File: config.mk
export PLATFORM = sky130hd
export DESIGN_NAME = legacy_compat_gate
export DESIGN_NICKNAME = d
export VERILOG_FILES = /design/src/compat_gate_pkg.sv /design/src/legacy_compat_gate.sv
export SDC_FILE = /design/constraint.sdc
export NUM_CORES = 1
export LEC_CHECK = 0
export CELL_PAD_IN_SITES_DETAIL_PLACEMENT = 0
export CELL_PAD_IN_SITES_GLOBAL_PLACEMENT = 1
export CORE_ASPECT_RATIO = 1.75
export CORE_MARGIN = 2
export CORE_UTILIZATION = 45
export CTS_BUF_LIST = sky130_fd_sc_hd__clkbuf_8
export DETAILED_ROUTE_END_ITERATION = 8
export DONT_BUFFER_PORTS = 1
export PLACE_DENSITY_LB_ADDON = 0.08
export SYNTH_ARGS = -nofsm -noshare
export SYNTH_HDL_FRONTEND = slang
export SYNTH_SLANG_ARGS = --single-unit
export TNS_END_PERCENT = 5
File: constraint.sdc
create_clock -name core_clk -period 3.4 [get_ports core_clk]
set_input_delay 0.17 -clock core_clk [delete_from_list [all_inputs] [get_ports core_clk]]
set_output_delay 0.17 -clock core_clk [all_outputs]
set_load 0.05 [all_outputs]
File: src/compat_gate_pkg.sv
package compat_gate_pkg;

  // --------------------------------------------------------------------------
  // register map (byte offsets on the register port)
  // --------------------------------------------------------------------------
  localparam logic [7:0] OFF_PA_OUT = 8'h00;
  localparam logic [7:0] OFF_PA_DIR = 8'h01;
  localparam logic [7:0] OFF_PA_PIN = 8'h02;
  localparam logic [7:0] OFF_PC_OUT = 8'h03;
  localparam logic [7:0] OFF_PC_DIR = 8'h04;
  localparam logic [7:0] OFF_PC_PIN = 8'h05;
  localparam logic [7:0] OFF_PF_OUT = 8'h06;
  localparam logic [7:0] OFF_PF_DIR = 8'h07;
  localparam logic [7:0] OFF_PF_PIN = 8'h08;
  localparam logic [7:0] OFF_PG_OUT = 8'h09;
  localparam logic [7:0] OFF_PG_DIR = 8'h0a;
  localparam logic [7:0] OFF_PG_PIN = 8'h0b;
  localparam logic [7:0] OFF_OSC_CAL = 8'h0c;
  localparam logic [7:0] OFF_RST_STAT = 8'h0d;
  localparam logic [7:0] OFF_WDT_CTL = 8'h0e;
  localparam logic [7:0] OFF_EINT_CFG = 8'h0f;
  localparam logic [7:0] OFF_BAUD_HI = 8'h10;
  localparam logic [7:0] OFF_MODE_STAT = 8'h11;

  // --------------------------------------------------------------------------
  // field layouts and reset values
  // --------------------------------------------------------------------------
  localparam logic [7:0] OSC_CAL_RST = 8'h80;
  localparam logic [4:0] RST_COMPAT_MASK = 5'h03;
  localparam logic [4:0] RST_FULL_MASK = 5'h1f;
  localparam int WDT_PRE_MSB = 2;
  localparam int WDT_EN_BIT = 3;
  localparam int WDT_CE_BIT = 4;
  localparam logic [2:0] WDT_WIN_CYC = 3'h4;
  localparam logic [2:0] PG_STROBE_RST = 3'h3;
  localparam logic [2:0] PG_STROBE_OE = 3'h7;
  localparam int PA_LSB = 0;
  localparam int PC_LSB = 8;
  localparam int PF_LSB = 16;
  localparam int PG_LSB = 24;
  localparam int PIN_W = 29;

  // --------------------------------------------------------------------------
  // data-space map
  // --------------------------------------------------------------------------
  localparam logic [15:0] GPR_TOP = 16'h001f;
  localparam logic [15:0] IO_BASE = 16'h0020;
  localparam logic [15:0] IO_TOP = 16'h005f;
  localparam logic [15:0] EXT_TOP = 16'h00ff;
  localparam logic [15:0] RAM_BASE_NORM = 16'h0100;
  localparam logic [15:0] RAM_TOP_NORM = 16'h10ff;
  localparam logic [15:0] RAM_BASE_COMPAT = 16'h0060;
  localparam logic [15:0] RAM_TOP_COMPAT = 16'h0fff;

  typedef struct packed {
    logic valid;
    logic sel_gpr;
    logic sel_io;
    logic sel_ext_io;
    logic sel_ram;
    logic sel_xmem;
    logic [15:0] addr;
  } dec_t;

  typedef struct packed {
    logic usart1_en;
    logic usart_sync_en;
    logic timer3_en;
    logic ocr_c_en;
    logic twi_en;
    logic boot_en;
    logic xmem_release_en;
    logic xmem_sector_ws_en;
    logic rx_fifo_en;
    logic ext_vec_en;
  } feat_t;

endpackage : compat_gate_pkg

File: src/legacy_compat_gate.sv
// Added by the designer: the placing of the registers and the address-and-strobe port.
`timescale 1ns/1ns
`default_nettype none

module legacy_compat_gate
  import compat_gate_pkg::*;
(
  input wire logic core_clk,
  input wire logic srst,
  input wire logic clk_en,
  input wire logic legacy_compat_fuse,
  input wire logic [7:0] reg_addr,
  input wire logic [7:0] reg_wdata,
  input wire logic reg_wr,
  input wire logic reg_rd,
  output logic [7:0] reg_rdata,
  input wire logic cpu_req,
  input wire logic cpu_io_instr,
  input wire logic [15:0] cpu_addr,
  output compat_gate_pkg::dec_t cpu_dec,
  output compat_gate_pkg::feat_t feat,
  input wire logic [4:0] rst_cause,
  output logic [2:0] wdt_prescale,
  output logic wdt_enable,
  output logic [7:0] osc_cal,
  output logic [7:0] eint_sense,
  output logic [3:0] baud_hi,
  input wire logic [2:0] xmem_strobe,
  input wire logic [7:0] pa_in,
  output logic [7:0] pa_out,
  output logic [7:0] pa_oe,
  output logic [7:0] pa_pullup,
  input wire logic [7:0] pc_in,
  output logic [7:0] pc_out,
  output logic [7:0] pc_oe,
  input wire logic [7:0] pf_in,
  output logic [7:0] pf_out,
  output logic [7:0] pf_oe,
  input wire logic [4:0] pg_in,
  output logic [4:0] pg_out,
  output logic [4:0] pg_oe
);
  import compat_gate_pkg::*;

  // --------------------------------------------------------------------------
  // state
  // --------------------------------------------------------------------------
  typedef struct packed {
    logic compat;
    logic [7:0] pa_out;
    logic [7:0] pa_dir;
    logic [7:0] pc_out;
    logic [7:0] pc_dir;
    logic [7:0] pf_out;
    logic [7:0] pf_dir;
    logic [4:0] pg_out;
    logic [4:0] pg_dir;
    logic [7:0] osc_cal;
    logic [4:0] rst_stat;
    logic [2:0] wdt_pre;
    logic wdt_en;
    logic [2:0] wdt_win;
    logic [7:0] eint_cfg;
    logic [3:0] baud_hi;
    logic [PIN_W-1:0] s1;
    logic [PIN_W-1:0] s2;
    logic [PIN_W-1:0] s3;
    logic [PIN_W-1:0] pin;
    logic [7:0] rdata;
    dec_t dec;
    feat_t feat;
  } state_t;

  state_t st_ff;
  state_t nxt_st;

  function automatic logic hit(input logic [7:0] a, input logic [7:0] off);
    hit = (a == off);
  endfunction : hit

  logic wr;
  logic [15:0] da;
  logic [4:0] rst_mask;

  assign wr = reg_wr;

  // --------------------------------------------------------------------------
  // next state
  // --------------------------------------------------------------------------
  always_comb begin
    nxt_st = st_ff;
    rst_mask = st_ff.compat ? RST_COMPAT_MASK : RST_FULL_MASK;
    da = cpu_addr;

    // pin synchroniser: change taken once stages two and three agree
    nxt_st.s1 = {pg_in, pf_in, pc_in, pa_in};
    nxt_st.s2 = st_ff.s1;
    nxt_st.s3 = st_ff.s2;
    for (int i = 0; i < PIN_W; i++) begin
      if (st_ff.s2[i] == st_ff.s3[i]) begin
        nxt_st.pin[i] = st_ff.s3[i];
      end
    end

    // short io instructions reach only the 64 legacy locations
    if (cpu_io_instr) begin
      da = IO_BASE + {10'h000, cpu_addr[5:0]};
    end
    nxt_st.dec = '0;
    nxt_st.dec.valid = cpu_req;
    nxt_st.dec.addr = da;
    if (cpu_req) begin
      if (da <= GPR_TOP) begin
        nxt_st.dec.sel_gpr = 1'b1;
      end else if (da <= IO_TOP) begin
        nxt_st.dec.sel_io = 1'b1;
      end else if (da <= EXT_TOP && !st_ff.compat) begin
        nxt_st.dec.sel_ext_io = 1'b1;
      end else if (st_ff.compat && da >= RAM_BASE_COMPAT &&
                   da <= RAM_TOP_COMPAT) begin
        nxt_st.dec.sel_ram = 1'b1;
      end else if (!st_ff.compat && da >= RAM_BASE_NORM &&
                   da <= RAM_TOP_NORM) begin
        nxt_st.dec.sel_ram = 1'b1;
      end else begin
        nxt_st.dec.sel_xmem = 1'b1;
      end
    end

    // watchdog change window
    if (st_ff.wdt_win != 3'h0) begin
      nxt_st.wdt_win = st_ff.wdt_win - 3'h1;
    end

    // reset causes: set wins over a software clear in the same cycle
    if (wr && hit(reg_addr, OFF_RST_STAT)) begin
      nxt_st.rst_stat = st_ff.rst_stat & reg_wdata[4:0];
    end
    nxt_st.rst_stat = (nxt_st.rst_stat | rst_cause) & rst_mask;

    // register writes
    if (wr) begin
      if (hit(reg_addr, OFF_PA_OUT)) begin
        nxt_st.pa_out = reg_wdata;
      end else if (hit(reg_addr, OFF_PA_DIR)) begin
        nxt_st.pa_dir = reg_wdata;
      end else if (hit(reg_addr, OFF_PC_OUT)) begin
        nxt_st.pc_out = reg_wdata;
      end else if (hit(reg_addr, OFF_PC_DIR)) begin
        nxt_st.pc_dir = reg_wdata;
      end else if (hit(reg_addr, OFF_PF_OUT)) begin
        nxt_st.pf_out = reg_wdata;
      end else if (hit(reg_addr, OFF_PF_DIR)) begin
        nxt_st.pf_dir = reg_wdata;
      end else if (hit(reg_addr, OFF_PG_OUT)) begin
        nxt_st.pg_out = reg_wdata[4:0];
      end else if (hit(reg_addr, OFF_PG_DIR)) begin
        nxt_st.pg_dir = reg_wdata[4:0];
      end else if (hit(reg_addr, OFF_OSC_CAL)) begin
        if (!st_ff.compat) begin
          nxt_st.osc_cal = reg_wdata;
        end
      end else if (hit(reg_addr, OFF_WDT_CTL)) begin
        if (st_ff.compat || st_ff.wdt_win != 3'h0) begin
          nxt_st.wdt_pre = reg_wdata[WDT_PRE_MSB:0];
          nxt_st.wdt_en = reg_wdata[WDT_EN_BIT];
          nxt_st.wdt_win = 3'h0;
        end else if (reg_wdata[WDT_CE_BIT] && reg_wdata[WDT_EN_BIT]) begin
          nxt_st.wdt_win = WDT_WIN_CYC;
        end else if (reg_wdata[WDT_EN_BIT]) begin
          nxt_st.wdt_en = 1'b1;
        end
      end else if (hit(reg_addr, OFF_EINT_CFG)) begin
        nxt_st.eint_cfg = reg_wdata;
      end else if (hit(reg_addr, OFF_BAUD_HI)) begin
        nxt_st.baud_hi = reg_wdata[3:0];
      end
    end

    // register reads: data stand only in the cycle after the strobe
    nxt_st.rdata = 8'h00;
    if (reg_rd) begin
      if (hit(reg_addr, OFF_PA_OUT)) begin
        nxt_st.rdata = st_ff.pa_out;
      end else if (hit(reg_addr, OFF_PA_DIR)) begin
        nxt_st.rdata = st_ff.pa_dir;
      end else if (hit(reg_addr, OFF_PA_PIN)) begin
        nxt_st.rdata = st_ff.pin[PA_LSB +: 8];
      end else if (hit(reg_addr, OFF_PC_OUT)) begin
        nxt_st.rdata = st_ff.pc_out;
      end else if (hit(reg_addr, OFF_PC_DIR)) begin
        nxt_st.rdata = st_ff.compat ? 8'hff : st_ff.pc_dir;
      end else if (hit(reg_addr, OFF_PC_PIN)) begin
        nxt_st.rdata = st_ff.compat ? 8'h00 : st_ff.pin[PC_LSB +: 8];
      end else if (hit(reg_addr, OFF_PF_OUT)) begin
        nxt_st.rdata = st_ff.pf_out;
      end else if (hit(reg_addr, OFF_PF_DIR)) begin
        nxt_st.rdata = st_ff.compat ? 8'h00 : st_ff.pf_dir;
      end else if (hit(reg_addr, OFF_PF_PIN)) begin
        nxt_st.rdata = st_ff.pin[PF_LSB +: 8];
      end else if (hit(reg_addr, OFF_PG_OUT)) begin
        nxt_st.rdata = {3'h0, st_ff.pg_out};
      end else if (hit(reg_addr, OFF_PG_DIR)) begin
        nxt_st.rdata = {3'h0, st_ff.pg_dir};
      end else if (hit(reg_addr, OFF_PG_PIN)) begin
        nxt_st.rdata = st_ff.compat ? 8'h00 : {3'h0, st_ff.pin[PG_LSB +: 5]};
      end else if (hit(reg_addr, OFF_OSC_CAL)) begin
        nxt_st.rdata = st_ff.osc_cal;
      end else if (hit(reg_addr, OFF_RST_STAT)) begin
        nxt_st.rdata = {3'h0, st_ff.rst_stat};
      end else if (hit(reg_addr, OFF_WDT_CTL)) begin
        nxt_st.rdata = {4'h0, st_ff.wdt_en, st_ff.wdt_pre};
      end else if (hit(reg_addr, OFF_EINT_CFG)) begin
        nxt_st.rdata = st_ff.eint_cfg;
      end else if (hit(reg_addr, OFF_BAUD_HI)) begin
        nxt_st.rdata = {4'h0, st_ff.baud_hi};
      end else if (hit(reg_addr, OFF_MODE_STAT)) begin
        nxt_st.rdata = {7'h00, st_ff.compat};
      end
    end

    // feature gating follows the latched mode
    nxt_st.feat.usart1_en = !nxt_st.compat;
    nxt_st.feat.usart_sync_en = !nxt_st.compat;
    nxt_st.feat.timer3_en = !nxt_st.compat;
    nxt_st.feat.ocr_c_en = !nxt_st.compat;
    nxt_st.feat.twi_en = !nxt_st.compat;
    nxt_st.feat.boot_en = !nxt_st.compat;
    nxt_st.feat.xmem_release_en = !nxt_st.compat;
    nxt_st.feat.xmem_sector_ws_en = !nxt_st.compat;
    nxt_st.feat.rx_fifo_en = !nxt_st.compat;
    nxt_st.feat.ext_vec_en = !nxt_st.compat;

    if (srst) begin
      nxt_st = '0;
      nxt_st.osc_cal = OSC_CAL_RST;
      nxt_st.compat = legacy_compat_fuse;
      nxt_st.feat = {$bits(feat_t){!legacy_compat_fuse}};
    end
  end

  always_ff @(posedge core_clk) begin
    if (srst || clk_en) begin
      st_ff <= nxt_st;
    end
  end

  // --------------------------------------------------------------------------
  // outputs
  // --------------------------------------------------------------------------
  assign reg_rdata = st_ff.rdata;
  assign cpu_dec = st_ff.dec;
  assign feat = st_ff.feat;
  assign wdt_prescale = st_ff.wdt_pre;
  assign wdt_enable = st_ff.wdt_en;
  assign osc_cal = st_ff.osc_cal;
  assign eint_sense = st_ff.compat ? 8'h00 : st_ff.eint_cfg;
  assign baud_hi = st_ff.compat ? 4'h0 : st_ff.baud_hi;

  // reset gates the enables directly, so no clock edge is needed
  assign pa_out = st_ff.pa_out;
  assign pa_oe = srst ? 8'h00 : st_ff.pa_dir;
  assign pa_pullup = st_ff.pa_out & ~pa_oe;

  assign pc_out = st_ff.pc_out;
  always_comb begin
    if (legacy_compat_fuse && srst) begin
      pc_oe = 8'hff;
    end else if (srst) begin
      pc_oe = 8'h00;
    end else if (st_ff.compat) begin
      pc_oe = 8'hff;
    end else begin
      pc_oe = st_ff.pc_dir;
    end
  end

  assign pf_out = st_ff.pf_out;
  assign pf_oe = (srst || st_ff.compat) ? 8'h00 : st_ff.pf_dir;

  always_comb begin
    if (legacy_compat_fuse && srst) begin
      pg_out = {2'h0, PG_STROBE_RST};
      pg_oe = {2'h0, PG_STROBE_OE};
    end else if (srst) begin
      pg_out = st_ff.pg_out;
      pg_oe = 5'h00;
    end else if (st_ff.compat) begin
      pg_out = {2'h0, xmem_strobe};
      pg_oe = {2'h0, PG_STROBE_OE};
    end else begin
      pg_out = st_ff.pg_out;
      pg_oe = st_ff.pg_dir;
    end
  end
endmodule : legacy_compat_gate

`default_nettype wire

==> flow_summary.yaml, run 1 <==
route:
  ant_nets: 0
  wl_um: 33740
  drc_errors: 0
  via_per_inst: 5.562
  wire_per_inst_um: 24.65
  drt_iter0_markers: 515
  dr.pass1.iters: 5
  num_vias: 7614
placed_design:
  dp_hpwl_um: 22960
  gp_congestion: 0.9144
  port_buffers: 0
run_status:
  status: "finished clean"
yosys:
  synth_top_area_share_pct: 61.10
  ys_warn_count: 0
  yosysSeqAreaShare_pct: 61.10
  syn-mean-instance-area_um2: 11.71
  synthArstFlopShare_pct: 0
  yosys.area.top_type: "edfxtp_1"
  synth_cell_type_count: 54
  synth-edff-count: 238
  synth_seq_cells: 238
  ys.flop_type: "edfxtp_1"
  synth_nets: 1078
  synthCells: 999
  synthTopCellsByArea: "edfxtp_1, nor2b_1, buf_4, nand2_1, xnor2_1"
  syn_area_um2: 11700
timing:
  finalSetupTns_ns: 0
  drv_slew: 0
  rsz0062_at_grt: "no"
  worst_slew_margin_rel_pct: 11.73
  max_freq_ghz: 0.3294
  hold_viol: 0
  finalCritPeriodShare_pct: 89.30
  skew_ns: 0.02911
  finalSetupViolCount: 0
  fin_crit_ns: 3.036
  tightest_slew_ns: 1.307
critical_path:
  crit_arrival_ns: 2.87
  crit_path_end_kind: "output port"
  crit_fanout: 19
  path_class: "flip-flop to output port"
  worst_setup_path_start_kind: "flip-flop"
  required_ns: 3.23
die:
  die_x_um: 125.9
  dieArea_um2: 27350
  start_util_pct: 45.40
  io_pins: 207
  core_area_um2: 25760
  fp-row-count: 78
  die_y_um: 217.3
global_routing:
  grtUsageTotal_pct: 24.50
  grt_pass1_wl_um: 49570
  antenna_found_initial: 0
  overflow: 0
  grt_pass1_vias: 7841
  grt_max_degree: 136
power:
  peakVddDrop_uv: 391.1
  leakagePower_nw: 4.805
  powerDensity_nw_per_um2: 539.3
  power_mw: 7.063
finish:
  area_growth_syn_to_layout_pct: 11.96
  final_nets: 1104
  drive_gt1_share_pct: 10.10
  antenna_cells: 0
cts:
  clk_pin_slew_ns: 0.06
  clkLatencyLatePin_ns: 0.55
  cts_tree: "yes"
  cts-root-buf: "clkbuf_8"
  cts-buffers-inserted: 37
  clock_path_buffers: 3
  cts_num_sinks: 238
  cts_resized: 0
  htreeDepth: 2
hold_path:
  hold_path.class: "input port to flip-flop"
run:
  drv_cap: 0
-- cells in the final DEF, fill, tap and decap left out, types with 4 or more instances in the layout --
master / Yosys / routed
xnor2_1: 32 / 32
o22ai_1: 14 / 14
mux2i_1: 19 / 19
a211oi_1: 7 / 7
a22o_1: 4 / 4
buf_4: 75 / 35
a21o_1: 5 / 5
nor4_1: 4 / 4
nor2b_1: 164 / 164
nand2b_1: 13 / 13
clkinv_1: 2 / 8
nor3_1: 12 / 12
dlygate4sd3_1: 0 / 77
a21oi_1: 39 / 39
or2_2: 5 / 4
nand3_1: 10 / 10
inv_1: 20 / 32
o21a_1: 10 / 10
mux2_2: 9 / 9
o221ai_1: 4 / 4
edfxtp_1: 238 / 238
and2_1: 29 / 29
nand2_1: 98 / 98
o21ai_0: 46 / 43
nor2_1: 40 / 40
clkbuf_8: 0 / 37
clkinv_2: 0 / 5
-- worst max-delay path, stage by stage (launching register included) --
cell,delay [ns]
edfxtp_1,0.77
nor2_1,0.89
and2_1,0.65
-- what timing repair did --
action,in CTS,in global routing
buffers inserted,0,0
hold buffers,79,0
endpoints found under the hold margin,205,0
setup endpoints to repair,0,0
-- sequential cells by signal, summed over array words and instances (netlist names), 3 cells and up --
register	flops
pf_out	8
pa_out	8
pc_out	8
wdt_prescale	3
st_ff	171
cpu_dec	22
osc_cal	8
reg_rdata	8
-- report_power, final --
group          internal [mW]  leakage [nW]  switching (mW)
Clock                   1.09         0.373            1.11
Sequential              3.53          2.47           0.373
Combinational          0.350          1.96           0.608
-- per-stage QoR --
stage	utilization [%]	instances	area [um^2]	hold WS (ns)	setup WS (ns)
after global placement	45.14	1227	11630	0.2696	0.8866
after CTS	50.83	1369	13100	0.006922	0.3622
after detailed placement	45.14	1227	11630	0.2696	0.8207
final	50.83	1369	13100	0.03386	0.3640
after floorplan	-	999	11700	0.2689	0.6646
after global routing	50.83	1369	13100	0.02444	0.3358
-- cell usage after synthesis, types with 3 or more instances --
cell,count
edfxtp_1,238
o221ai_1,4
mux2_2,9
nor3b_1,3
xnor2_1,32
and3_1,3
mux2i_1,19
a211oi_1,7
a21oi_1,39
buf_4,75
clkbuf_1,43
nor2b_1,164
o21a_1,10
a21o_1,5
buf_1,6
inv_1,20
or2_2,5
a31oi_1,3
and2_1,29
o21ai_0,46
nor4_1,4
nor2_1,40
nor3_1,12
o41ai_1,3
o31ai_1,3
a32oi_1,3
nand2_1,98
o22ai_1,14
buf_2,5
a22o_1,4
nand3_1,10
nand2b_1,13
-- final timing paths --
check | startpoint | to | slack [ns] | depth (start not counted)
hold / removal | reg_addr[3] | reg_rdata[1] | 0.03 | 3
setup reg to reg | st_ff[246] | reg_rdata[3] | 0.94 | 5
hold reg to reg | st_ff[149] | st_ff[120] | 0.53 | 1
setup / recovery | st_ff[246] | pg_oe[4] | 0.36 | 2
-- cells by family after synthesis --
| family | Yosys count | synth area share, % |
|---|---|---|
| compound gates | 155 | 8.258 |
| simple gates | 390 | 17.87 |
| xor+xnor | 33 | 2.471 |
| fa+ha+maj | 2 | 0.2139 |
| flops | 238 | 61.10 |
| mux | 30 | 2.781 |
| buf+inv | 151 | 7.306 |
-- per-layer routing --
metal / GRT usage [%] / part of all wire [%]
met5: 0 / 0
met4: 12.42 / 5.2
met3: 4.818 / 5.7
met2: 43.80 / 52
met1: 27.64 / 37
-- final cells by class --
type                    instances  area (um^2)
fillers                      2311        12670
repair buffers                116         1121
flip-flops and latches        238         7147
clock buffers                  37        509.2
multi-input cells             610         3699
well taps                     320        400.4
clock inverters                26        137.6
inverters                      22        82.58
No activity file was read; power rests on OpenSTA's default activity.
==> run 2: changes to the inputs <==
--- a/config.mk
+++ b/config.mk
@@ -5,6 +5,7 @@
 export SDC_FILE = /design/constraint.sdc
 export NUM_CORES = 1
 export LEC_CHECK = 0
+export CAP_MARGIN = 10
 export CELL_PAD_IN_SITES_DETAIL_PLACEMENT = 0
 export CELL_PAD_IN_SITES_GLOBAL_PLACEMENT = 1
 export CORE_ASPECT_RATIO = 1.75
@@ -14,6 +15,7 @@
 export DETAILED_ROUTE_END_ITERATION = 8
 export DONT_BUFFER_PORTS = 1
 export PLACE_DENSITY_LB_ADDON = 0.08
+export RECOVER_POWER = 25
 export SYNTH_ARGS = -nofsm -noshare
 export SYNTH_HDL_FRONTEND = slang
 export SYNTH_SLANG_ARGS = --single-unit
==> run 2 against run 1 <==
  * The run now ends with max-capacitance violations, max-slew violations left
  * Combinational power is essentially flat
  * Clock power is essentially flat
  * Via count decreased by 0.18%
  * Sequential cell count unchanged
  * Core utilization down 0.092 points
  * First-iteration DRC count decreased by 0.97%
  * Largest power group unchanged
  * Highest routed layer unchanged
==> flow_summary.yaml, run 2 (synthesized netlist as in run 1, its figures left out) <==
run_status:
  status: "complete, but fails checks"
  violations: "max-capacitance violations, max-slew violations"
cts:
  cts_tree: "yes"
  cts_num_sinks: 238
  cts_resized: 0
  cts_setup_buffers: 0
  cts-root-buf: "clkbuf_8"
  htreeDepth: 2
  clock_path_buffers: 3
  clk_pin_slew_ns: 0.06
  clkLatencyLatePin_ns: 0.56
  cts-buffers-inserted: 37
critical_path:
  worst_setup_path_start_kind: "flip-flop"
  path_cells: "nor2_1, and2_1"
  crit_buf_inv: 0
  path_delay_family: "simple AND/OR/NAND/NOR gates"
  path_class: "flip-flop to output port"
  slowest_delay_ns: 0.87
  crit_arrival_ns: 2.84
  required_ns: 3.23
  crit_fanout: 19
  rrSetupSlack_ns: 0.95
  slowest_stage: "nor2_1"
  crit_path_end_kind: "output port"
finish:
  final_nets: 1105
  antenna_cells: 0
  area_growth_syn_to_layout_pct: 11.75
  largest_reg_flops: 171
  most-common-layout-cells: "edfxtp_1, nor2b_1, nand2_1"
  fill_cells: 2316
  largest-register: "st_ff"
  finalNonFillerCells: 1370
  multi_input_area_um2: 3696
  ff_latch_area_um2: 7147
  final_common_cell: "edfxtp_1"
  drive_gt1_share_pct: 10.00
power:
  peakVddDrop_uv: 391.2
  power_mw: 7.065
  leakagePower_nw: 4.794
  powerDensity_nw_per_um2: 540.4
timing:
  drv_slew: 154
  max_freq_ghz: 0.3318
  finalSetupTns_ns: 0
  worst_slew_margin_rel_pct: -76.33
  fin_crit_ns: 3.014
  hold_viol: 0
  rsz0062_at_grt: "no"
  holdWs_ns: 0.03002
  skew_ns: 0.03095
  tightest_slew_ns: 2.645
  finalCritPeriodShare_pct: 88.65
  finalSetupViolCount: 0
placed_design:
  dp_cells: 1227
  gp_congestion: 0.9144
  port_buffers: 0
  dp_hpwl_um: 22960
route:
  drc_errors: 0
  via_per_inst: 5.547
  num_vias: 7600
  ant_nets: 0
  drt_iter0_markers: 510
  wire_per_inst_um: 24.62
  wl_um: 33740
  dr.pass1.iters: 5
run:
  drv_cap: 2
die:
  start_util_pct: 45.40
  io_pins: 207
  fp-row-count: 78
  die_x_um: 125.9
  dieArea_um2: 27350
  die_y_um: 217.3
  core_area_um2: 25760
global_routing:
  grt_use_met1_pct: 27.64
  grt.met2_usage_pct: 43.80
  grt_pass1_wl_um: 49570
  overflow: 0
  antenna_found_initial: 0
  met3_usage_pct: 4.818
  grtUsageTotal_pct: 24.50
  grt_max_degree: 136
  busiest_layer: "met2"
  grt_pass1_vias: 7841
hold_path:
  hold_path.class: "input port to flip-flop"
-- run 2: changes by cell type in the layout (fill, tap and decap cells not counted), sizes merged --
cell / change
buf: -2
clkbuf: +3
-- run 2: layer usage --
layer	share of wire (%)	routed length (um)	vias to the layer above
met1	37	12460	3708
met3	5.8	1940	84
met2	52	17540	307
met4	5.3	1790	0
li1	-	-	3501
met5	0	0	-
-- run 2: where the power goes --
part / internal, mW / leakage (nW) / total, mW / switching [mW]
Sequential: 3.53 / 2.47 / 3.91 / 0.373
Combinational: 0.350 / 1.95 / 0.957 / 0.607
Clock: 1.09 / 0.373 / 2.20 / 1.11
-- run 2: layout make-up --
class                      count  share of cell area (%)
clock buffer                  37                   3.895
clock inverter                26                   1.053
inverter                      22                  0.6317
multi-input combinational    610                   28.27
sequential                   238                   54.67
tap                          320                   3.063
timing repair buffer         117                   8.413
-- run 2: worst paths after layout --
path,start,to,cells after the start
max,st_ff[246],pg_oe[4],2
min,reg_addr[3],reg_rdata[1],3
max reg2reg,st_ff[246],st_ff[170],5
min reg2reg,st_ff[149],st_ff[120],1
-- run 2: stage by stage --
step	instance area (um^2)	worst slack, ns	utilization, %
3_3_place_gp	11630	0.8866	45.14
5_1_grt	13070	0.3358	50.74
4_1_cts	13100	0.3622	50.83
2_1_floorplan	11700	0.6646	-
6_report	13070	0.3860	50.74
3_5_place_dp	11630	0.8207	45.14
-- run 2: worst reg2reg max path, cell delays in order, from the launching register on --
cell,delay (ns)
edfxtp_1,0.77
nor2_1,0.43
nand3_1,0.11
mux2_1,0.29
dlygate4sd3_1,0.56
nor2_1,0.09
-- run 2: what timing repair did --
item,4_1_cts,5_1_grt
hold endpoints to repair,205,0
endpoints found under the setup margin,0,0
hold buffers,79,0
